<file path="config.mk">
export PLATFORM = sky130hd
export DESIGN_NAME = apc_pad_ctrl
export DESIGN_NICKNAME = d
export VERILOG_FILES = /design/src/hw/apc_pkg.sv /design/src/hw/apc_pad_ctrl.sv /design/src/hw/apc_pad_reg.sv
export SDC_FILE = /design/constraint.sdc
export NUM_CORES = 1
export LEC_CHECK = 0
export BUFFER_PORTS_ARGS = -buffer_cell sky130_fd_sc_hd__buf_2
export CAP_MARGIN = 5
export CORE_UTILIZATION = 47
export DETAILED_ROUTE_END_ITERATION = 12
export PLACE_DENSITY = 0.88
export RECOVER_POWER = 25
export SLEW_MARGIN = 20
export SYNTH_ARGS = -nofsm -noshare
export SYNTH_HDL_FRONTEND = slang
export SYNTH_SLANG_ARGS = --single-unit
</file>
<file path="constraint.sdc">
create_clock -name sys_clk -period 2.6 [get_ports sys_clk]
set_input_delay 0.39 -clock sys_clk [delete_from_list [all_inputs] [get_ports sys_clk]]
set_output_delay 0.39 -clock sys_clk [all_outputs]
set_load 0.02 [all_outputs]
</file>
<file path="src/hw/apc_pkg.sv">
// package: offsets, field layout, reset values and state encoding of the pad control bank
package apc_pkg;

  // ****************************************************************
  // register offsets on the internal register port
  // ****************************************************************
  localparam logic [7:0] APC_MASTER_CLOCK_PAD_OFFS  = 8'h5A;
  localparam logic [7:0] APC_BIT_CLOCK_PAD_OFFS     = 8'h5B;
  localparam logic [7:0] APC_FRAME_SYNC_PAD_OFFS    = 8'h5C;
  localparam logic [7:0] APC_FIRST_IRQ_PAD_OFFS     = 8'h5D;

  // number of pad registers in the bank
  localparam int         APC_NUM_REGS               = 4;

  // ****************************************************************
  // field positions
  // ****************************************************************
  localparam int         APC_STRONG_DRIVE_BIT       = 0;
  localparam int         APC_PULLDOWN_BIT           = 1;
  localparam int         APC_RESYNC_BIT             = 7;
  localparam int         APC_POLARITY_BIT           = 7;

  // ****************************************************************
  // writable bits per register; all others are reserved and read zero
  // ****************************************************************
  localparam logic [7:0] APC_MASTER_CLOCK_PAD_WMASK = 8'h03;
  localparam logic [7:0] APC_BIT_CLOCK_PAD_WMASK    = 8'h03;
  localparam logic [7:0] APC_FRAME_SYNC_PAD_WMASK   = 8'h83;
  localparam logic [7:0] APC_FIRST_IRQ_PAD_WMASK    = 8'h83;

  // ****************************************************************
  // values after reset
  // ****************************************************************
  localparam logic [7:0] APC_PAD_REG_RESET          = 8'h00;
  localparam logic [7:0] APC_RDATA_RESET            = 8'h00;

  // ****************************************************************
  // forced resynchronization sequencer, gray along idle-armed-fire
  // ****************************************************************
  typedef enum logic [1:0] {
    APC_RS_IDLE  = 2'h0,
    APC_RS_ARMED = 2'h1,
    APC_RS_FIRE  = 2'h3
  } apc_rs_state_t;

endpackage : apc_pkg

</file>
<file path="src/hw/apc_pad_ctrl.sv">
// module: pad control bank for clock, frame-sync and first interrupt pins with resync
//
// Behaviour
// [RQ1] master clock pull-down follows its bit 1
// [RQ2] master clock strong drive follows its bit 0
// [RQ3] bit clock pull-down follows its bit 1
// [RQ4] bit clock strong drive follows its bit 0
// [RQ5] writing resync 1 then 0 restarts datapath
// [RQ6] resync acts only in sync or audio mode
// [RQ7] frame-sync pull-down follows its bit 1
// [RQ8] frame-sync strong drive follows its bit 0
// [RQ9] bit 7 sets interrupt pin polarity, high default
// [RQ10] interrupt pin pull-down follows its bit 1
// [RQ11] interrupt pin strong drive follows its bit 0
// [RQ12] reserved bits read zero, registers read back
`timescale 1ns/1ns

module apc_pad_ctrl
  import apc_pkg::*;
(
  // clock and reset
  input  wire logic       sys_clk,
  input  wire logic       rst_b,
  // internal register port from the serial control interface
  input  wire logic       reg_wr_en,
  input  wire logic       reg_rd_en,
  input  wire logic [7:0] reg_addr,
  input  wire logic [7:0] reg_wdata,
  output logic      [7:0] reg_rdata,
  output logic            reg_rd_valid,
  // operating modes from the clock and serial port configuration
  input  wire logic       external_sample_sync,
  input  wire logic       audio_output_mode,
  // interrupt event from the interrupt mapping logic, active high
  input  wire logic       first_irq_event,
  // pad controls
  output logic            master_clock_pulldown_en,
  output logic            master_clock_strong_drive,
  output logic            bit_clock_pulldown_en,
  output logic            bit_clock_strong_drive,
  output logic            frame_sync_pulldown_en,
  output logic            frame_sync_strong_drive,
  output logic            first_irq_pulldown_en,
  output logic            first_irq_strong_drive,
  // pin level and datapath restart
  output logic            first_interrupt_pin,
  output logic            datapath_resync
);

  // ****************************************************************
  // address decode
  // ****************************************************************

  // match of an access against one register offset
  function automatic logic apc_hit(input logic       en,
                                   input logic [7:0] addr,
                                   input logic [7:0] offs);
    apc_hit = en && (addr == offs);
  endfunction : apc_hit

  localparam logic [7:0] OFFS  [APC_NUM_REGS] = '{APC_MASTER_CLOCK_PAD_OFFS,
                                                   APC_BIT_CLOCK_PAD_OFFS,
                                                   APC_FRAME_SYNC_PAD_OFFS,
                                                   APC_FIRST_IRQ_PAD_OFFS};
  localparam logic [7:0] WMASK [APC_NUM_REGS] = '{APC_MASTER_CLOCK_PAD_WMASK,
                                                   APC_BIT_CLOCK_PAD_WMASK,
                                                   APC_FRAME_SYNC_PAD_WMASK,
                                                   APC_FIRST_IRQ_PAD_WMASK};

  logic [APC_NUM_REGS-1:0] wr_hit;
  logic [APC_NUM_REGS-1:0] rd_hit;
  logic [7:0]              pad_q   [APC_NUM_REGS];
  logic [7:0]              rd_term [APC_NUM_REGS];

  // ****************************************************************
  // pad registers
  // ****************************************************************

  // one masked register per offset, read terms gated by decode
  generate
    for (genvar i = 0; i < APC_NUM_REGS; i++)
    begin : g_reg
      assign wr_hit[i]  = apc_hit(reg_wr_en, reg_addr, OFFS[i]);
      assign rd_hit[i]  = apc_hit(reg_rd_en, reg_addr, OFFS[i]);
      assign rd_term[i] = rd_hit[i] ? pad_q[i] : 8'h00;

      apc_pad_reg #(
        .WMASK   (WMASK[i]),
        .RST_VAL (APC_PAD_REG_RESET)
      ) u_pad_reg (
        .sys_clk (sys_clk),
        .rst_b   (rst_b),
        .wr_en   (wr_hit[i]),
        .wdata   (reg_wdata),
        .q_r     (pad_q[i])
      );

      // reserved positions never hold a one
      rsvd_zero_a: assert property (@(posedge sys_clk) disable iff (!rst_b) // see [RQ12]
        (pad_q[i] & ~WMASK[i]) == 8'h00)
        else $error("reserved pad register bit is set");
    end
  endgenerate

  // pad control outputs are taken straight from the register flops
  assign master_clock_pulldown_en  = pad_q[0][APC_PULLDOWN_BIT];     // see [RQ1]
  assign master_clock_strong_drive = pad_q[0][APC_STRONG_DRIVE_BIT]; // see [RQ2]
  assign bit_clock_pulldown_en     = pad_q[1][APC_PULLDOWN_BIT];     // see [RQ3]
  assign bit_clock_strong_drive    = pad_q[1][APC_STRONG_DRIVE_BIT]; // see [RQ4]
  assign frame_sync_pulldown_en    = pad_q[2][APC_PULLDOWN_BIT];     // see [RQ7]
  assign frame_sync_strong_drive   = pad_q[2][APC_STRONG_DRIVE_BIT]; // see [RQ8]
  assign first_irq_pulldown_en     = pad_q[3][APC_PULLDOWN_BIT];     // see [RQ10]
  assign first_irq_strong_drive    = pad_q[3][APC_STRONG_DRIVE_BIT]; // see [RQ11]

  // ****************************************************************
  // read path
  // ****************************************************************

  logic [7:0] rdata_r;
  logic [7:0] rdata_nxt;
  logic       rd_valid_r;
  logic       rd_any;

  // unmapped addresses leave the read data unchanged and give no valid
  assign rd_any    = |rd_hit;
  assign rdata_nxt = rd_any ? (rd_term[0] | rd_term[1] | rd_term[2] | rd_term[3]) : rdata_r;

  // read data register, held between reads
  always_ff @(posedge sys_clk)
  begin
    if (!rst_b)
    begin
      rdata_r    <= APC_RDATA_RESET;
      rd_valid_r <= 1'b0;
    end
    else
    begin
      rdata_r    <= rdata_nxt; // see [RQ12]
      rd_valid_r <= rd_any;
    end
  end

  assign reg_rdata    = rdata_r;
  assign reg_rd_valid = rd_valid_r;

  // ****************************************************************
  // interrupt pin polarity
  // ****************************************************************

  logic first_irq_polarity;
  logic irq_pin_r;
  logic irq_pin_nxt;

  // zero keeps the pin active high, one inverts it to active low
  assign first_irq_polarity = pad_q[3][APC_POLARITY_BIT];
  assign irq_pin_nxt        = first_irq_event ^ first_irq_polarity; // see [RQ9]

  // pin level flop
  always_ff @(posedge sys_clk)
  begin
    if (!rst_b)
      irq_pin_r <= 1'b0;
    else
      irq_pin_r <= irq_pin_nxt;
  end

  assign first_interrupt_pin = irq_pin_r;

  // ****************************************************************
  // forced resynchronization
  // ****************************************************************

  apc_rs_state_t rs_state_r;
  apc_rs_state_t rs_state_nxt;
  logic          resync_bit;
  logic          resync_mode_ok;
  logic          resync_r;

  assign resync_bit     = pad_q[2][APC_RESYNC_BIT];
  assign resync_mode_ok = external_sample_sync | audio_output_mode; // see [RQ6]

  // arm on a one, fire on the return to zero if sync or audio mode is on
  always_comb
  begin
    rs_state_nxt = rs_state_r;
    case (rs_state_r)
      APC_RS_IDLE:
        if (resync_bit)
          rs_state_nxt = APC_RS_ARMED;
      APC_RS_ARMED:
        if (!resync_bit)
          rs_state_nxt = resync_mode_ok ? APC_RS_FIRE : APC_RS_IDLE; // see [RQ5]
      APC_RS_FIRE:
        rs_state_nxt = resync_bit ? APC_RS_ARMED : APC_RS_IDLE;
      default:
        rs_state_nxt = APC_RS_IDLE;
    endcase
  end

  // state and one-cycle restart pulse
  always_ff @(posedge sys_clk)
  begin
    if (!rst_b)
    begin
      rs_state_r <= APC_RS_IDLE;
      resync_r   <= 1'b0;
    end
    else
    begin
      rs_state_r <= rs_state_nxt;
      resync_r   <= (rs_state_nxt == APC_RS_FIRE); // see [RQ5]
    end
  end

  assign datapath_resync = resync_r;

  // ****************************************************************
  // checks
  // ****************************************************************

  master_clock_pulldown_en_a: assert property (@(posedge sys_clk) disable iff (!rst_b) // see [RQ1]
    wr_hit[0] |=> master_clock_pulldown_en == $past(reg_wdata[1]))
    else $error("master clock pull-down not taken from write");

  master_clock_strong_drive_a: assert property (@(posedge sys_clk) disable iff (!rst_b) // see [RQ2]
    !wr_hit[0] |=> $stable(master_clock_strong_drive) && $stable(master_clock_pulldown_en))
    else $error("master clock pad control changed without write");

  mclk_wr_a: assert property (@(posedge sys_clk) disable iff (!rst_b) // see [RQ2]
    wr_hit[0] |=> master_clock_strong_drive == $past(reg_wdata[0]))
    else $error("master clock strong drive not taken from write");

  bit_clock_pulldown_en_a: assert property (@(posedge sys_clk) disable iff (!rst_b) // see [RQ3]
    wr_hit[1] |=> bit_clock_pulldown_en == $past(reg_wdata[1]))
    else $error("bit clock pull-down not taken from write");

  bit_clock_strong_drive_a: assert property (@(posedge sys_clk) disable iff (!rst_b) // see [RQ4]
    wr_hit[1] |=> bit_clock_strong_drive == $past(reg_wdata[0]))
    else $error("bit clock strong drive not taken from write");

  resync_fire_a: assert property (@(posedge sys_clk) disable iff (!rst_b) // see [RQ5]
    ($fell(resync_bit) && resync_mode_ok) |=> datapath_resync ##1 !datapath_resync)
    else $error("resync pulse missing or longer than one cycle");

  resync_gate_a: assert property (@(posedge sys_clk) disable iff (!rst_b) // see [RQ6]
    datapath_resync |-> $past(resync_mode_ok) && !$past(resync_bit))
    else $error("resync fired outside sync or audio mode");

  fs_pd_a: assert property (@(posedge sys_clk) disable iff (!rst_b) // see [RQ7]
    wr_hit[2] |=> frame_sync_pulldown_en == $past(reg_wdata[1]))
    else $error("frame-sync pull-down not taken from write");

  fs_drv_a: assert property (@(posedge sys_clk) disable iff (!rst_b) // see [RQ8]
    wr_hit[2] |=> frame_sync_strong_drive == $past(reg_wdata[0]))
    else $error("frame-sync strong drive not taken from write");

  irq_pol_a: assert property (@(posedge sys_clk) disable iff (!rst_b) // see [RQ9]
    1'b1 |=> first_interrupt_pin == ($past(first_irq_event) ^ $past(first_irq_polarity)))
    else $error("interrupt pin level does not follow polarity");

  irq_pd_a: assert property (@(posedge sys_clk) disable iff (!rst_b) // see [RQ10]
    wr_hit[3] |=> first_irq_pulldown_en == $past(reg_wdata[1]))
    else $error("interrupt pull-down not taken from write");

  irq_drv_a: assert property (@(posedge sys_clk) disable iff (!rst_b) // see [RQ11]
    wr_hit[3] |=> first_irq_strong_drive == $past(reg_wdata[0]))
    else $error("interrupt strong drive not taken from write");

  read_back_a: assert property (@(posedge sys_clk) disable iff (!rst_b) // see [RQ12]
    (rd_hit[2] && !reg_wr_en) |=> reg_rd_valid && reg_rdata == $past(pad_q[2]))
    else $error("frame-sync register read back wrong");

endmodule : apc_pad_ctrl

</file>
<file path="src/hw/apc_pad_reg.sv">
// module: one byte-wide pad register with a write mask for reserved bits
`timescale 1ns/1ns

module apc_pad_reg
  import apc_pkg::*;
#(
  parameter logic [7:0] WMASK    = 8'hFF,
  parameter logic [7:0] RST_VAL  = 8'h00
)
(
  // clock and reset
  input  wire logic       sys_clk,
  input  wire logic       rst_b,
  // write side
  input  wire logic       wr_en,
  input  wire logic [7:0] wdata,
  // stored value
  output logic      [7:0] q_r
);

  logic [7:0] q_nxt;

  // reserved bits are forced to zero, the rest take the written data
  assign q_nxt = wr_en ? (wdata & WMASK) : q_r;

  // storage
  always_ff @(posedge sys_clk)
  begin
    if (!rst_b)
      q_r <= RST_VAL & WMASK;
    else
      q_r <= q_nxt;
  end

endmodule : apc_pad_reg

</file>
==> flow_summary.ini <==
[timing]
max_freq_mhz = 788.9
finalSetupTns_ns = 0
finalSetupViolCount = 0
period_minus_slack_ns = 1.268
fin_worst_skew_ns = 0.002150
tightest_slew_ns = 0.6771
slew_viol_final = 0
fin_crit_sh_pct = 48.75
rsz0062_at_grt = false
postLayoutSetupSlackWorst_ns = 1.332
relSlewSlack_pct = 54.86
hold_violations = 0

[cells_and_area]
design_area_um2 = 1026
layout.nets = 143
final_cells = 144
multi_input_area_um2 = 432.9
area_growth_pct = 19.71
final_layout_size_suffix_gt1_share_pct = 31.93
ff_latch_area_um2 = 360.3
fillers = 170
antenna_cells = 0

[floorplan]
start_util_pct = 49.64
core_um2 = 1727
rows = 15
pin_count = 42
fp.dieArea_um2 = 1999
die_h_um = 44.71
die_w_um = 44.71

[power]
fin_total_pwr_uw = 496.4
p_per_area_nw_per_um2 = 483.8
leakage_uw = 0.0004876
ir_drop_mv = 0.3228

[setup_path]
cp.required_ns = 2.83
endpoint_kind = flop
worstSetupPathType = primary input to flop
startpoint_type = primary input
crit_arrival_ns = 1.49
worst-path-max-fanout = 4

[run_status]
status = completed

[synth]
yosys.area_share.adder_pct = 0
synth_top_family_by_area = simple AND/OR/NAND/NOR gates
yosysSeqAreaShare_pct = 42.04
ys_seq_elements = 18
synth.avg_cell_area_um2 = 9.630
yosys.area_share.simple_pct = 20.73
synth_cell_type_count = 31
synth_compound_area_share_pct = 7.883
syn-instance-count = 89
synth.mux.area_fraction_pct = 17.66
synthXorXnorAreaFrac_pct = 2.044
syn_area_um2 = 857.1
ys_warn_count = 0

[route]
routed_wl_um = 1671
ant_nets = 0
first_pass_iters = 4
drt-initial-drc-count = 9
post-route-drc-count = 0
viasPerCell = 4.882
post_drt_wl_per_cell_um = 11.60
num_vias = 703

[grt]
grt_pass1_vias = 641
grt_use_total_pct = 17.93
grt_first_pass_wirelength_um = 2608
antenna_found_initial = 0
grt_start_max_net_pins = 18
overflow = 0

[clock_tree]
tritoncts = done
cts.path.max_buffers = 2
clockRootBuffer = clkbuf_4
cts_made_buffers = 3
clk_latency_ns = 0.30
ctsResizeCount = 0
hold_buffers = 0
htreeDepth = 1
clkTransAtPathRegs_ns = 0.10
post_cts_buffers = 0
clock-sinks = 18

[placement]
dp_hpwl_um = 1308
port_buffers = 31
dpl.cell_count = 140
globalplace.congestion = 0.7780
placed_area_um2 = 991.0
dp_slack_ns = 1.018

[run]
cap_violations = 0

[worst_hold_path]
worstHoldPathType = primary input to flop
Yosys cell counts (all sizes together):
library cell / n / share of area (%)
o21ai: 2 / 1.2
mux2: 1 / 1.3
inv: 3 / 1.3
and2: 2 / 1.5
a21oi: 1 / 0.58
a211oi: 2 / 1.8
nor4: 2 / 2.2
and3: 1 / 0.73
nand4: 1 / 0.73
or4: 2 / 2.2
mux2i: 14 / 16
nand4bb: 1 / 1.3
clkbuf: 2 / 0.88
o22a: 2 / 2.0
nand2: 15 / 6.6
xor2: 1 / 1.0
dfxtp: 18 / 42
and3b: 1 / 1.0
and4bb: 1 / 1.5
a31oi: 2 / 1.5
nor2: 1 / 0.44
o211ai: 1 / 0.88
conb: 1 / 0.44
xnor2: 1 / 1.0
nor3: 2 / 1.2
buf: 7 / 7.0
nand2b: 2 / 1.5
cell families after synthesis:
| logic type | after synthesis |
|---|---|
| other | 1 |
| AND/OR/NAND/NOR | 31 |
| AO/OA/AOI/OAI | 10 |
| buffers and inverters | 12 |
| flip-flops | 18 |
| multiplexers | 15 |
| XOR/XNOR | 2 |
routing by layer:
layer	track usage (%)	part of all wire, %
met5	0	0
met4	6.061	0.54
met3	7.600	6.9
met2	30.88	50
met1	19.85	43
worst max-delay path: stages:
cell and delay (ns):
buf_2 0.10, nand4bb_1 0.26, nor4_1 0.48, mux2i_1 0.26
layout by cell type (no fill, tap or decap), types with 2 or more instances in the layout:
| master | count |
|---|---|
| a211oi_1 | 2 |
| a31oi_1 | 2 |
| and2_1 | 2 |
| buf_2 | 30 |
| clkbuf_4 | 3 |
| conb_1 | 5 |
| dfxtp_1 | 18 |
| inv_1 | 2 |
| mux2i_1 | 14 |
| nand2_1 | 15 |
| nand2b_1 | 2 |
| nor3_1 | 2 |
| o21ai_0 | 2 |
| o22a_1 | 2 |
area by class of cell:
| cell class | count | area share (%) |
|---|---|---|
| multi-input combinational | 63 | 42.20 |
| sequential | 18 | 35.12 |
| timing repair buffer | 31 | 15.00 |
| clock buffer | 4 | 3.537 |
| tap | 25 | 3.049 |
| inverter | 3 | 1.098 |
power by group:
group          switching (µW)  internal, µW  leakage (µW)
clock                    85.9          85.5     0.0000210
sequential              0.403           277      0.000145
combinational            30.4          17.4      0.000321
through the flow:
| stage | hold WS, ns | util [%] |
|---|---|---|
| after detailed placement | 0.4504 | 57.39 |
| after global placement | 0.4448 | 57.39 |
| after CTS | 0.3365 | 59.49 |
| after floorplan | 0.4602 | - |
| after global routing | 0.3575 | 59.42 |
| final | 0.3370 | 59.42 |
final timing paths:
path                             start                        end  slack (ns)  cells past startpoint
max reg2reg  g_reg[2].u_pad_reg.q_r[0]               reg_rdata[0]        1.59                      3
min                    first_irq_event        first_interrupt_pin        0.34                      3
max                        reg_addr[7]  g_reg[0].u_pad_reg.q_r[1]        1.33                      4
min reg2reg               reg_rdata[7]               reg_rdata[7]        0.46                      2
registers in the layout (all words and copies together) (netlist names):
signal,count
reg_rdata,3
reg_rd_valid,1
first_interrupt_pin,1
g.u_pad_reg.q_r,10
rs_state_r,2
datapath_resync,1
Note: power is estimated with default switching activity, not from simulation.
